## src/common/bpcc_pkg.sv

```systemverilog
// Constants and types shared by the bridge port command block
package bpcc_pkg;

    // ------------------------------------------------------------
    // Register map
    // ------------------------------------------------------------
    localparam logic [11:0] BPCC_PORT_COMMAND_OFS = 12'h004;
    localparam logic [15:0] BPCC_PORT_COMMAND_RST = 16'h0000;
    localparam logic [15:0] BPCC_PORT_COMMAND_WMASK = 16'h0547;

    // ------------------------------------------------------------
    // Field positions
    // ------------------------------------------------------------
    localparam int BPCC_IO_SPACE_ENABLE_BIT           = 0;
    localparam int BPCC_MEMORY_SPACE_ENABLE_BIT       = 1;
    localparam int BPCC_REQUEST_FORWARDING_ENABLE_BIT = 2;
    localparam int BPCC_SPECIAL_CYCLE_BIT             = 3;
    localparam int BPCC_WRITE_INVALIDATE_BIT          = 4;
    localparam int BPCC_PALETTE_SNOOP_BIT             = 5;
    localparam int BPCC_PARITY_ERROR_RESPONSE_BIT     = 6;
    localparam int BPCC_STEPPING_BIT                  = 7;
    localparam int BPCC_SYSTEM_ERROR_ENABLE_BIT       = 8;
    localparam int BPCC_FAST_BACK_TO_BACK_BIT         = 9;
    localparam int BPCC_LEGACY_INTERRUPT_DISABLE_BIT  = 10;

    // ------------------------------------------------------------
    // Traffic classes seen on the secondary side
    // ------------------------------------------------------------
    typedef enum logic [2:0] {
        BPCC_REQ_MEM   = 3'h0,
        BPCC_REQ_IO    = 3'h1,
        BPCC_REQ_MSI   = 3'h2,
        BPCC_REQ_CPL   = 3'h3,
        BPCC_REQ_OTHER = 3'h4
    } bpcc_req_kind_t;

    typedef enum logic [1:0] {
        BPCC_MSG_COR      = 2'h0,
        BPCC_MSG_NONFATAL = 2'h1,
        BPCC_MSG_FATAL    = 2'h2,
        BPCC_MSG_OTHER    = 2'h3
    } bpcc_msg_kind_t;

endpackage : bpcc_pkg

```

## src/common/bpcc_cmd_if.sv

```systemverilog
// Command bit bundle between the register and the gating logic
`timescale 1ns/1ps
interface bpcc_cmd_if;
    logic io_space_enable;
    logic memory_space_enable;
    logic request_forwarding_enable;
    logic parity_error_response;
    logic system_error_enable;
    logic legacy_interrupt_disable;

    modport reg_side (
        output io_space_enable,
        output memory_space_enable,
        output request_forwarding_enable,
        output parity_error_response,
        output system_error_enable,
        output legacy_interrupt_disable
    );

    modport use_side (
        input io_space_enable,
        input memory_space_enable,
        input request_forwarding_enable,
        input parity_error_response,
        input system_error_enable,
        input legacy_interrupt_disable
    );
endinterface : bpcc_cmd_if

```

## src/verilog/bpcc_cmd_reg.sv

```systemverilog
// Port command register storage with byte-lane writes
`timescale 1ns/1ps
module bpcc_cmd_reg
    import bpcc_pkg::*;
(
    input  wire logic        i_core_clk,
    input  wire logic        i_rst,
    input  wire logic        i_wr_hit,
    input  wire logic [1:0]  i_wr_be,
    input  wire logic [15:0] i_wr_data,
    output      logic [15:0] o_value,
    bpcc_cmd_if.reg_side     cmd
);

    logic [15:0] cmd_ff;
    logic [15:0] nxt_cmd;
    logic [15:0] lane_mask;

    // ------------------------------------------------------------
    // Byte lane enables
    // ------------------------------------------------------------
    genvar g;
    generate
        for (g = 0; g < 2; g++) begin : g_lane
            assign lane_mask[g*8 +: 8] = {8{i_wr_be[g]}};
        end
    endgenerate

    // Only writable bits take data; legacy and reserved stay zero
    always_comb begin
        nxt_cmd = cmd_ff;
        if (i_wr_hit) begin
            nxt_cmd = (cmd_ff & ~(lane_mask & BPCC_PORT_COMMAND_WMASK))
                    | (i_wr_data & lane_mask & BPCC_PORT_COMMAND_WMASK);
        end
    end

    // Everything but the own interrupts starts disabled
    always_ff @(posedge i_core_clk) begin
        if (i_rst) begin
            cmd_ff <= BPCC_PORT_COMMAND_RST;
        end else begin
            cmd_ff <= nxt_cmd;
        end
    end

    assign o_value                       = cmd_ff;
    assign cmd.io_space_enable           = cmd_ff[BPCC_IO_SPACE_ENABLE_BIT];
    assign cmd.memory_space_enable       = cmd_ff[BPCC_MEMORY_SPACE_ENABLE_BIT];
    assign cmd.request_forwarding_enable = cmd_ff[BPCC_REQUEST_FORWARDING_ENABLE_BIT];
    assign cmd.parity_error_response     = cmd_ff[BPCC_PARITY_ERROR_RESPONSE_BIT];
    assign cmd.system_error_enable       = cmd_ff[BPCC_SYSTEM_ERROR_ENABLE_BIT];
    assign cmd.legacy_interrupt_disable  = cmd_ff[BPCC_LEGACY_INTERRUPT_DISABLE_BIT];

endmodule : bpcc_cmd_reg

```

## src/verilog/bpcc_port_cmd.sv

```systemverilog
// Bridge port command register and the traffic gating it controls
//
// How it works
// I/O window hits on the primary bus are claimed only while I/O enable is set.
// Memory and prefetch window hits are claimed only while memory enable is set.
// Memory, I/O and MSI requests from below are held back while forwarding is off.
// Blocked non-posted requests from below get an Unsupported Request completion.
// Completions and other request kinds pass whatever the forwarding bit says.
// With parity response on, poisoned completion or write raises the status set.
// With parity response off, the parity status set never fires.
// Own non-fatal and fatal errors reported if system error or device control allow.
// Non-fatal and fatal messages from below pass only with system error enable set.
// Correctable error messages from below always pass.
// Interrupt disable negates the port's own interrupt.
// Interrupts forwarded from below are never touched by interrupt disable.
// Legacy bits 3,4,5,7,9 and bits 15:11 are read-only zero.
// Reset clears every writable command bit.
`timescale 1ns/1ps
module bpcc_port_cmd
    import bpcc_pkg::*;
(
    input  wire logic           i_core_clk,
    input  wire logic           i_rst,
    // Configuration access
    input  wire logic           i_cfg_wr,
    input  wire logic           i_cfg_rd,
    input  wire logic [11:0]    i_cfg_addr,
    input  wire logic [1:0]     i_cfg_be,
    input  wire logic [15:0]    i_cfg_wdata,
    output      logic [15:0]    o_cfg_rdata,
    output      logic           o_cfg_rvalid,
    output      logic           o_cfg_hit,
    // Primary side window hits
    input  wire logic           i_pri_io_hit,
    input  wire logic           i_pri_mem_hit,
    input  wire logic           i_pri_pref_hit,
    output      logic           o_pri_io_claim,
    output      logic           o_pri_mem_claim,
    // Secondary side requests
    input  wire logic           i_sec_req_valid,
    input  wire bpcc_req_kind_t i_sec_req_kind,
    input  wire logic           i_sec_req_np,
    output      logic           o_sec_req_fwd,
    output      logic           o_sec_ur_cpl,
    // Poison events
    input  wire logic           i_poison_cpl_rx,
    input  wire logic           i_poison_wr_gen,
    output      logic           o_mdped_set,
    // Own errors
    input  wire logic           i_own_err_nonfatal,
    input  wire logic           i_own_err_fatal,
    input  wire logic           i_devctl_nonfatal_en,
    input  wire logic           i_devctl_fatal_en,
    output      logic           o_rpt_nonfatal,
    output      logic           o_rpt_fatal,
    // Error messages from below
    input  wire logic           i_sec_msg_valid,
    input  wire bpcc_msg_kind_t i_sec_msg_kind,
    output      logic           o_msg_fwd,
    // Interrupts
    input  wire logic [3:0]     i_own_intx,
    input  wire logic [3:0]     i_fwd_intx,
    output      logic [3:0]     o_own_intx,
    output      logic [3:0]     o_resolved_intx
);

    // ------------------------------------------------------------
    // Decode helpers
    // ------------------------------------------------------------
    // Requests that the forwarding bit governs
    function automatic logic bpcc_gated_kind(input bpcc_req_kind_t k);
        bpcc_gated_kind = (k == BPCC_REQ_MEM) || (k == BPCC_REQ_IO) || (k == BPCC_REQ_MSI);
    endfunction : bpcc_gated_kind

    logic        reg_hit;
    logic [15:0] cmd_value;
    bpcc_cmd_if  cmd ();

    assign reg_hit = (i_cfg_addr == BPCC_PORT_COMMAND_OFS);

    // ------------------------------------------------------------
    // Register storage
    // ------------------------------------------------------------
    bpcc_cmd_reg u_cmd_reg (
        .i_core_clk (i_core_clk),
        .i_rst      (i_rst),
        .i_wr_hit   (i_cfg_wr && reg_hit),
        .i_wr_be    (i_cfg_be),
        .i_wr_data  (i_cfg_wdata),
        .o_value    (cmd_value),
        .cmd        (cmd)
    );

    // ------------------------------------------------------------
    // Read path
    // ------------------------------------------------------------
    logic [15:0] rdata_ff;
    logic        rvalid_ff;
    logic        hit_ff;
    logic [15:0] nxt_rdata;
    logic        nxt_rvalid;
    logic        nxt_hit;

    // Unmapped offsets read as zero so software sees a defined value
    always_comb begin
        nxt_rvalid = i_cfg_rd;
        nxt_hit    = i_cfg_rd && reg_hit;
        nxt_rdata  = 16'h0000;
        if (i_cfg_rd && reg_hit) begin
            nxt_rdata = cmd_value & BPCC_PORT_COMMAND_WMASK;
        end
    end

    always_ff @(posedge i_core_clk) begin
        if (i_rst) begin
            rdata_ff  <= 16'h0000;
            rvalid_ff <= 1'b0;
            hit_ff    <= 1'b0;
        end else begin
            rdata_ff  <= nxt_rdata;
            rvalid_ff <= nxt_rvalid;
            hit_ff    <= nxt_hit;
        end
    end

    assign o_cfg_rdata  = rdata_ff;
    assign o_cfg_rvalid = rvalid_ff;
    assign o_cfg_hit    = hit_ff;

    // ------------------------------------------------------------
    // Primary side claims
    // ------------------------------------------------------------
    // Combinational so a claim decision fits inside the decode cycle
    assign o_pri_io_claim  = i_pri_io_hit && cmd.io_space_enable;
    assign o_pri_mem_claim = (i_pri_mem_hit || i_pri_pref_hit)
                          && cmd.memory_space_enable;

    // ------------------------------------------------------------
    // Secondary side request gating
    // ------------------------------------------------------------
    logic req_blocked;

    assign req_blocked   = bpcc_gated_kind(i_sec_req_kind) && !cmd.request_forwarding_enable;
    // Completions and other kinds always pass
    assign o_sec_req_fwd = i_sec_req_valid && !req_blocked;
    // A blocked posted request is dropped silently, no completion owed
    assign o_sec_ur_cpl  = i_sec_req_valid && req_blocked && i_sec_req_np;

    // ------------------------------------------------------------
    // Error reporting and message forwarding
    // ------------------------------------------------------------
    logic mdped_ff;
    logic rpt_nf_ff;
    logic rpt_fa_ff;
    logic nxt_mdped;
    logic nxt_rpt_nf;
    logic nxt_rpt_fa;

    // Registered so status and message logic see clean one-cycle pulses
    always_comb begin
        nxt_mdped  = cmd.parity_error_response
                  && (i_poison_cpl_rx || i_poison_wr_gen);
        nxt_rpt_nf = i_own_err_nonfatal
                  && (cmd.system_error_enable || i_devctl_nonfatal_en);
        nxt_rpt_fa = i_own_err_fatal
                  && (cmd.system_error_enable || i_devctl_fatal_en);
    end

    always_ff @(posedge i_core_clk) begin
        if (i_rst) begin
            mdped_ff  <= 1'b0;
            rpt_nf_ff <= 1'b0;
            rpt_fa_ff <= 1'b0;
        end else begin
            mdped_ff  <= nxt_mdped;
            rpt_nf_ff <= nxt_rpt_nf;
            rpt_fa_ff <= nxt_rpt_fa;
        end
    end

    assign o_mdped_set    = mdped_ff;
    assign o_rpt_nonfatal = rpt_nf_ff;
    assign o_rpt_fatal    = rpt_fa_ff;

    // Correctable always passes; severe ones need the enable
    always_comb begin
        o_msg_fwd = 1'b0;
        if (i_sec_msg_valid) begin
            unique case (i_sec_msg_kind)
                BPCC_MSG_COR:      o_msg_fwd = 1'b1;
                BPCC_MSG_NONFATAL: o_msg_fwd = cmd.system_error_enable;
                BPCC_MSG_FATAL:    o_msg_fwd = cmd.system_error_enable;
                BPCC_MSG_OTHER:    o_msg_fwd = 1'b1;
            endcase
        end
    end

    // ------------------------------------------------------------
    // Interrupt resolution
    // ------------------------------------------------------------
    genvar g;
    generate
        for (g = 0; g < 4; g++) begin : g_intx
            assign o_own_intx[g]      = i_own_intx[g] && !cmd.legacy_interrupt_disable;
            // Forwarded lines bypass the disable bit entirely
            assign o_resolved_intx[g] = o_own_intx[g] || i_fwd_intx[g];
        end
    endgenerate
endmodule : bpcc_port_cmd

```

## config.mk

```make
export PLATFORM = sky130hd
export DESIGN_NAME = bpcc_port_cmd
export DESIGN_NICKNAME = d
export VERILOG_FILES = /design/src/common/bpcc_pkg.sv /design/src/common/bpcc_cmd_if.sv /design/src/verilog/bpcc_cmd_reg.sv /design/src/verilog/bpcc_port_cmd.sv
export SDC_FILE = /design/constraint.sdc
export NUM_CORES = 1
export LEC_CHECK = 0
export BUFFER_PORTS_ARGS = -buffer_cell sky130_fd_sc_hd__buf_2
export CORE_MARGIN = 1.5
export CORE_UTILIZATION = 33
export CTS_CLUSTER_SIZE = 20
export DETAILED_ROUTE_END_ITERATION = 7
export PLACE_DENSITY = 0.78
export SLEW_MARGIN = 25
export SYNTH_ARGS = -nofsm -noshare
export SYNTH_HDL_FRONTEND = slang
export SYNTH_SLANG_ARGS = --single-unit
```

## constraint.sdc

```tcl
create_clock -name i_core_clk -period 2 [get_ports i_core_clk]
set_input_delay 0.3 -clock i_core_clk [delete_from_list [all_inputs] [get_ports i_core_clk]]
set_output_delay 0.3 -clock i_core_clk [all_outputs]
set_load 0.01 [all_outputs]
```

==> impl_metrics.ini, run 1 <==
[critical_path]
critical-path-top-delay-family = flip-flops
end_kind = output port
cp_slowest_cell = dfxtp_1
worstPathCellList = nor2b_1 > or2_2 > buf_2
slowest_delay_ns = 0.42
ff2ff_setup_slack_ns = 1.28
required_ns = 1.70
worstSetupPathType = reg2out
arrival_ns = 1.19
crit_buf_inv = 1
crit_fanout = 6
critPathLaunchType = register

[timing]
finalHoldViolCount = 0
rsz0062_at_grt = false
setup_viol = 0
finClkSkew_ns = 0.002694
post-route-period-util_pct = 74.73
setup_tns_ns = 0
drv_slew = 0
period_needed_ns = 1.495
timing.fmax_mhz = 669.1
hold_slack_ns = 0.2489

[final_layout]
final_util_pct = 49.75
syn_to_final_growth_pct = 45.02
stdcell_count = 187
antennaDiodeCount = 0
nNetsFinal = 217
final_layout_size_suffix_gt1_share_pct = 54.14

[drt]
wl_met2_um = 1001
drcViolationCount = 0
vias_per_cell = 4.176
wl_per_cell_um = 10.05
met1Wirelength_um = 694
routed.top_layer = met4
wl_met3_um = 176
drt-initial-drc-count = 7
drtAntennaViolNets = 0
drt_first_pass_iters = 4
postRouteWirelength_um = 1880
vias = 781

[status]
status = completed

[floorplanning]
start_util_pct = 34.30
die_h_um = 53.52
die_x_um = 53.52
core_area_um2 = 2455
ios = 93
core.rowCount = 18
dieArea_um2 = 2864

[synth]
synth_xor_xnor_area_share_pct = 1.040
synth_area_leaders = dfxtp_1, buf_4, nand2b_1
synth_top_family_by_area = simple AND/OR/NAND/NOR gates
synthAdderAreaFrac_pct = 0
synthSimpleGateAreaFrac_pct = 38.93
synth_mux_area_share_pct = 7.132
netlist.area_leader.share_pct = 40.42
synthCells = 83
synth_compound_area_share_pct = 2.675
ys_warn_count = 0
syn_avg_cell_area_um2 = 10.15
ys_seq_elements = 17
yosysSeqAreaShare_pct = 40.42
syn_area_um2 = 842.1
yosys.area.top_type = dfxtp_1
yosysUniqueCellTypes = 20

[clock_network]
ctsHtreeMaxLevel = 1
clk_pin_slew_ns = 0.09
cts_hold_buf = 0
clock_latency_ns = 0.28
postCtsResizedCells = 0
cts_root_buffer = clkbuf_4
cts_setup_buffers = 0
cts_sinks = 17
cts_tree = built
clock_path_buffers = 2
cts_buffers = 3

[grt]
grt_max_degree = 16
grtUsageTotal_pct = 13.39
grt-ovfl-total = 0
antenna_found_initial = 0
grt_pass1_vias = 673
grt_pass1_wl_um = 2725

[place]
port_buffers = 72
dp_cells = 183
dp_hpwl_um = 1624
globalplace.congestion = 0.6173

[pwr]
p_leak_uw = 0.0006403
powerDensity_nw_per_um2 = 512.7
power.total_uw = 626.1
ir_worst_vdd_v = 0.0002841

[flow_run]
drv_cap = 0

[worst_hold_path]
hp-class = in2reg
[layout by cell type (no fill, tap or decap)]
| master | instances |
|---|---|
| nor4b_4 | 1 |
| xnor2_1 | 1 |
| and3_1 | 1 |
| clkbuf_1 | 1 |
| nand2_1 | 2 |
| conb_1 | 10 |
| clkbuf_4 | 3 |
| a211oi_1 | 1 |
| nor3b_1 | 2 |
| nor2_1 | 4 |
| or2_2 | 4 |
| or4_4 | 2 |
| o21a_1 | 2 |
| buf_2 | 72 |
| nor2b_1 | 6 |
| or4b_4 | 1 |
| nor4_4 | 2 |
| nand2b_1 | 12 |
| and2_1 | 7 |
| mux2i_1 | 6 |
| dfxtp_1 | 17 |
[final cells by class]
type / count / area (um^2)
tap: 30 / 37.54
fill: 246 / 1234
clock buffer: 4 / 26.28
timing repair buffer: 72 / 360.3
sequential: 17 / 340.3
multi-input combinational: 64 / 456.7
[path summary, 6_finish.rpt]
check                       endpoint       startpoint  cells past startpoint
setup / recovery  o_resolved_intx[0]         register                      3
hold reg to reg       o_cfg_rdata[6]         register                      1
setup reg to reg      o_rpt_nonfatal         register                      2
hold / removal           o_mdped_set  i_poison_cpl_rx                      3
[cells by family (layout without fill, tap and decap cells)]
kind of cell	Yosys count	in the layout
AND/OR/NAND/NOR	44	44
AO/OA/AOI/OAI	3	3
multiplexers	6	6
XOR/XNOR	1	1
flip-flops	17	17
other	1	10
buffers and inverters	11	76
[worst min-delay path, stage by stage]
cell and delay, ns:
buf_2 0.08, nor2_1 0.03, nor2_1 0.08
[cell usage after synthesis]
library cell  count
nor4_4            2
nor2_1            4
nor4b_4           1
nand2_1           2
buf_4            10
nand2b_1         12
a211oi_1          1
dfxtp_1          17
or4b_4            1
nor2b_1           6
or4_4             2
or2_2             4
xnor2_1           1
conb_1            1
nor3b_1           2
and3_1            1
o21a_1            2
clkbuf_1          1
and2_1            7
mux2i_1           6
[stage by stage]
stage	area, um^2	worst slack, ns
after floorplan	875.8	0.4248
after global placement	1195	0.2345
after detailed placement	1195	0.2060
after CTS	1221	0.4880
after global routing	1221	0.4085
final	1221	0.5054
[metal layers]
metal,GRT usage (%),vias up
met2,26.13,39
met3,3.955,2
met4,5.128,0
met5,0,-
li1,-,401
met1,12.91,339
[power breakdown]
group	internal (uW)	switching [uW]
clock	77.2	96.3
combinational	61.3	50.0
sequential	341	0.493
Power figures use the tool's default switching activity.
==> run 2, diff against run 1 <==
--- a/config.mk
+++ b/config.mk
@@ -5,12 +5,13 @@
 export SDC_FILE = /design/constraint.sdc
 export NUM_CORES = 1
 export LEC_CHECK = 0
+export ABC_AREA = 1
 export BUFFER_PORTS_ARGS = -buffer_cell sky130_fd_sc_hd__buf_2
 export CORE_MARGIN = 1.5
-export CORE_UTILIZATION = 33
+export CORE_UTILIZATION = 29
 export CTS_CLUSTER_SIZE = 20
 export DETAILED_ROUTE_END_ITERATION = 7
-export PLACE_DENSITY = 0.78
+export PLACE_DENSITY = 0.74
 export SLEW_MARGIN = 25
 export SYNTH_ARGS = -nofsm -noshare
 export SYNTH_HDL_FRONTEND = slang
==> constraint.sdc (replaced) <==
create_clock -name i_core_clk -period 1.3 [get_ports i_core_clk]
set_input_delay 0.195 -clock i_core_clk [delete_from_list [all_inputs] [get_ports i_core_clk]]
set_output_delay 0.195 -clock i_core_clk [all_outputs]
set_load 0.01 [all_outputs]
==> impl_metrics.ini, run 2 <==
[synth]
synth_mux_area_share_pct = 0
yosys.area.top_type = dfxtp_1
synthFlopType = dfxtp_1
yosysSeqAreaShare_pct = 42.77
syn_area_um2 = 795.8
async_flop_share_pct = 0
synth_compound_area_share_pct = 2.987
synth_top_family_by_area = simple AND/OR/NAND/NOR gates
ys_warn_count = 0
synth.most_common_cell = nor2_1
syn_avg_cell_area_um2 = 7.042
synth_edf_count = 0
synthSimpleGateAreaFrac_pct = 35.22
netlist.area_leader.share_pct = 42.77
synth_area_leaders = dfxtp_1, nor2_1, buf_4
synth_top_cells_by_count = nor2_1, nand2_1, dfxtp_1, inv_1, buf_4
synthCells = 113
ys_seq_elements = 17
synthAdderAreaFrac_pct = 0
yosysUniqueCellTypes = 17
synth_xor_xnor_area_share_pct = 1.101

[floorplanning]
core.rowCount = 18
start_util_pct = 31.27
die_h_um = 55.39
dieArea_um2 = 3068
die_x_um = 55.39
ios = 93
core_area_um2 = 2545

[place]
dp_hpwl_um = 1557
globalplace.congestion = 0.7429
port_buffers = 72
post_dp_cell_area_um2 = 1160
dp_cells = 215

[worst_hold_path]
hp-class = in2reg
worstHoldEndpoint = o_cfg_rvalid
hold_start = i_cfg_rd
holdPathStages = 3

[final_layout]
nFillCells = 269
nNetsFinal = 249
syn_to_final_growth_pct = 54.25
final_common_cell = buf_2
antennaDiodeCount = 0
final_layout_size_suffix_gt1_share_pct = 44.97
fin_area_um2 = 1227
final_cell_mix = buf_2, nor2_1, nand2_1
stdcell_count = 219

[critical_path]
required_ns = 1.11
critPathLaunchType = register
crit_fanout = 5
worstSetupPathType = reg2out
ff2ff_setup_slack_ns = 0.61
r2r_cells = 4
arrival_ns = 1.05
end_kind = output port

[drt]
drt_first_pass_iters = 4
postRouteWirelength_um = 1913
drcViolationCount = 0
wl_per_cell_um = 8.735
drt-initial-drc-count = 12
vias = 895
vias_per_cell = 4.087
drtAntennaViolNets = 0

[clock_network]
ctsHtreeMaxLevel = 1
cts_root_buffer = clkbuf_4
cts_hold_buf = 0
cts_tree = built
cts_buffers = 3
cts_sinks = 17
clock_path_buffers = 2
cts_setup_buffers = 0
clk_pin_slew_ns = 0.09
clock_latency_ns = 0.28

[timing]
timing.fmax_mhz = 802.3
finalHoldViolCount = 0
finClkSkew_ns = 0.005797
setup_tns_ns = 0
hold_slack_ns = 0.1189
drv_slew = 0
setup_viol = 0
period_needed_ns = 1.246
rsz0062_at_grt = false
post-route-period-util_pct = 95.88

[pwr]
powerDensity_nw_per_um2 = 792.5
ir_worst_vdd_v = 0.0004589
p_leak_uw = 0.0007442
power.total_uw = 972.8

[grt]
grt_pass1_vias = 778
grt_max_degree = 10
grt-ovfl-total = 0
grtUsageTotal_pct = 12.36
grt_pass1_wl_um = 3091
antenna_found_initial = 0

[flow_run]
drv_cap = 0

[status]
status = completed
[run 2: cell count changes after synthesis, sizes merged, moves of 6 or more]
cell and delta:
nor2 +31, inv +17, nand2 +16, nand2b -12, and2 -6, mux2i -6, nor2b -6
[run 2: area by class of cell]
class | count | area, um^2 | share of cell area (%)
clock buffer | 4 | 26.28 | 2.141
inverter | 17 | 63.81 | 5.199
multi-input combinational | 78 | 362.8 | 29.56
sequential | 17 | 344.1 | 28.03
tap | 30 | 37.54 | 3.058
timing repair buffer | 73 | 392.9 | 32.01
[run 2: worst max path at each step]
stage / startpoint / to / slack (ns) / depth (start not counted)
2_1_floorplan: register / o_resolved_intx[0] / 0.35 / 2
3_3_place_gp: i_cfg_addr[5] / o_cfg_rdata[0] / 0.18 / 6
3_5_place_dp: i_cfg_addr[7] / o_cfg_rdata[1] / 0.15 / 6
4_1_cts: register / o_resolved_intx[1] / 0.003 / 3
5_1_grt: register / o_resolved_intx[3] / 0.01 / 3
6_report: register / o_resolved_intx[3] / 0.05 / 3
[run 2: timing repair]
| item | 4_1_cts | 5_1_grt |
|---|---|---|
| endpoints found under the hold margin | 0 | 0 |
| pin swaps | 0 | 0 |
| endpoints found under the setup margin | 4 | 3 |
| resized for setup | 10 | 3 |
[run 2: report_power, final]
| group | switching [uW] | internal [uW] |
|---|---|---|
| clock network | 154 | 119 |
| logic | 81.2 | 95.5 |
| registers | 0.757 | 522 |
[run 2: critical path: stages, from the launching register on]
cell,delay [ns]
dfxtp_4,0.38
nor2_1,0.05
or2_4,0.23
buf_6,0.12
[run 2: kinds of logic after synthesis]
logic type / Yosys count
AOI/OAI and AO/OA: 4
xor gates and xnor gates: 1
buffers and inverters: 27
DFF: 17
other: 1
and+or+nand+nor: 63
[run 2: through the flow]
| step | setup slack (ns) | utilization (%) |
|---|---|---|
| detailed placement | 0.1533 | 45.58 |
| CTS | 0.003302 | 48.13 |
| finish | 0.05351 | 48.23 |
| floorplan | 0.3525 | - |
| global placement | 0.1758 | 45.58 |
| global route | 0.01066 | 48.23 |
[run 2: routing by layer]
metal  global-route usage [%]  vias up  wire [um]
met4                    7.317        0         27
met1                    13.63      383        800
met2                    22.45       44        938
li1                         -      466          -
met5                        0        -          0
met3                    1.405        2        146
==> run 3, diff against run 2 <==
--- a/config.mk
+++ b/config.mk
@@ -12,6 +12,7 @@
 export CTS_CLUSTER_SIZE = 20
 export DETAILED_ROUTE_END_ITERATION = 7
 export PLACE_DENSITY = 0.74
+export RECOVER_POWER = 25
 export SLEW_MARGIN = 25
 export SYNTH_ARGS = -nofsm -noshare
 export SYNTH_HDL_FRONTEND = slang
==> impl_metrics.ini, run 3 (same netlist as run 2, synthesis figures left out) <==
[timing]
setup_viol = 0
drv_slew = 0
finClkSkew_ns = 0.005150
setup_tns_ns = 0
post-route-period-util_pct = 95.89
finalHoldViolCount = 0
layout_setup_ws_ns = 0.05345
rsz0062_at_grt = false
period_needed_ns = 1.247
timing.fmax_mhz = 802.2

[critical_path]
crit_fanout = 5
required_ns = 1.11
end_kind = output port
r2r_cells = 4
ff2ff_setup_slack_ns = 0.61
worstSetupPathType = reg2out
critPathLaunchType = register
arrival_ns = 1.05

[final_layout]
syn_to_final_growth_pct = 51.26
nFillCells = 272
multi_input_area_um2 = 340.3
final_layout_size_suffix_gt1_share_pct = 43.39
regArea_um2 = 344.1
fin_area_um2 = 1204
final_common_cell = buf_2
final_util_pct = 47.30
antennaDiodeCount = 0
nNetsFinal = 249
final_cell_mix = buf_2, nor2_1, nand2_1

[drt]
vias_per_cell = 4.110
drtAntennaViolNets = 0
postRouteWirelength_um = 1919
drt_first_pass_iters = 4
wl_per_cell_um = 8.763
vias = 900
drcViolationCount = 0
drt-initial-drc-count = 12

[clock_network]
clk_pin_slew_ns = 0.09
clock_latency_ns = 0.28
cts_hold_buf = 0
cts_root_buffer = clkbuf_4
cts_tree = built
clock_path_buffers = 2
cts_sinks = 17
cts_buffers = 3
ctsHtreeMaxLevel = 1
cts_setup_buffers = 0

[grt]
antenna_found_initial = 0
grtUsageTotal_pct = 12.36
grt_max_degree = 10
grt_pass1_vias = 778
grt-ovfl-total = 0
grt_pass1_wl_um = 3091

[status]
status = completed

[worst_hold_path]
hold_start = i_cfg_rd
worstHoldEndpoint = o_cfg_rvalid
hp-class = in2reg
holdPathStages = 3

[place]
dp_hpwl_um = 1557
globalplace.congestion = 0.7429
port_buffers = 72
pre_cts_slack_ns = 0.1533
post_dp_cell_area_um2 = 1160

[floorplanning]
start_util_pct = 31.27
core_area_um2 = 2545
die_x_um = 55.39
dieArea_um2 = 3068
ios = 93
die_h_um = 55.39
core.rowCount = 18

[pwr]
powerDensity_nw_per_um2 = 804.7
ir_worst_vdd_v = 0.0004575
p_leak_uw = 0.0007371
power.total_uw = 968.6

[flow_run]
drv_cap = 0
## run 3: changes by cell type in the layout (fill, tap and decap cells not counted), sizes merged
| cell | before | now |
|---|---|---|
| buf | 73 | 72 |
| clkbuf | 4 | 5 |
## run 3: worst max-delay path by stage
stage,to,slack (ns),cells after the start
after global routing,o_resolved_intx[3],0.01,3
after floorplan,o_resolved_intx[0],0.35,2
after detailed placement,o_cfg_rdata[1],0.15,6
after CTS,o_resolved_intx[1],0.003,3
final,o_resolved_intx[3],0.05,3
after global placement,o_cfg_rdata[0],0.18,6
## run 3: area by class of cell
type	count	area share, %
sequential	17	28.59
timing repair buffer	73	32.54
clock buffer	4	2.183
tap	30	3.119
multi-input combinational	78	28.27
inverter	17	5.301
## run 3: critical path, cell delays in order (launching register included)
cell and delay, ns:
dfxtp_4 0.38, nor2_1 0.05, or2_4 0.23, buf_6 0.12
## run 3: timing repair
item / CTS / global route
cloned: 0 / 0
gates resized for setup: 10 / 3
pin swaps: 0 / 0
setup endpoints to repair: 4 / 3
## run 3: per-layer routing
metal  GRT usage (%)  vias up  wire (um)
met3           1.405        2        159
met4           7.317        0         27
met2           22.45       46        938
met1           13.63      386        794
met5               0        -          0
li1                -      466          -
## run 3: power by group
part | total [uW] | switching [uW] | leakage, uW | internal (uW)
Clock | 272 | 153 | 0.0000150 | 119
Combinational | 173 | 78.4 | 0.000584 | 94.8
Sequential | 523 | 0.757 | 0.000138 | 522
## run 3: metrics by stage
step | hold WS (ns) | cells
final | 0.1188 | 219
after CTS | 0.1134 | 219
after global placement | 0.3999 | 215
after global routing | 0.1276 | 219
after detailed placement | 0.4041 | 215
after floorplan | 0.2674 | 122
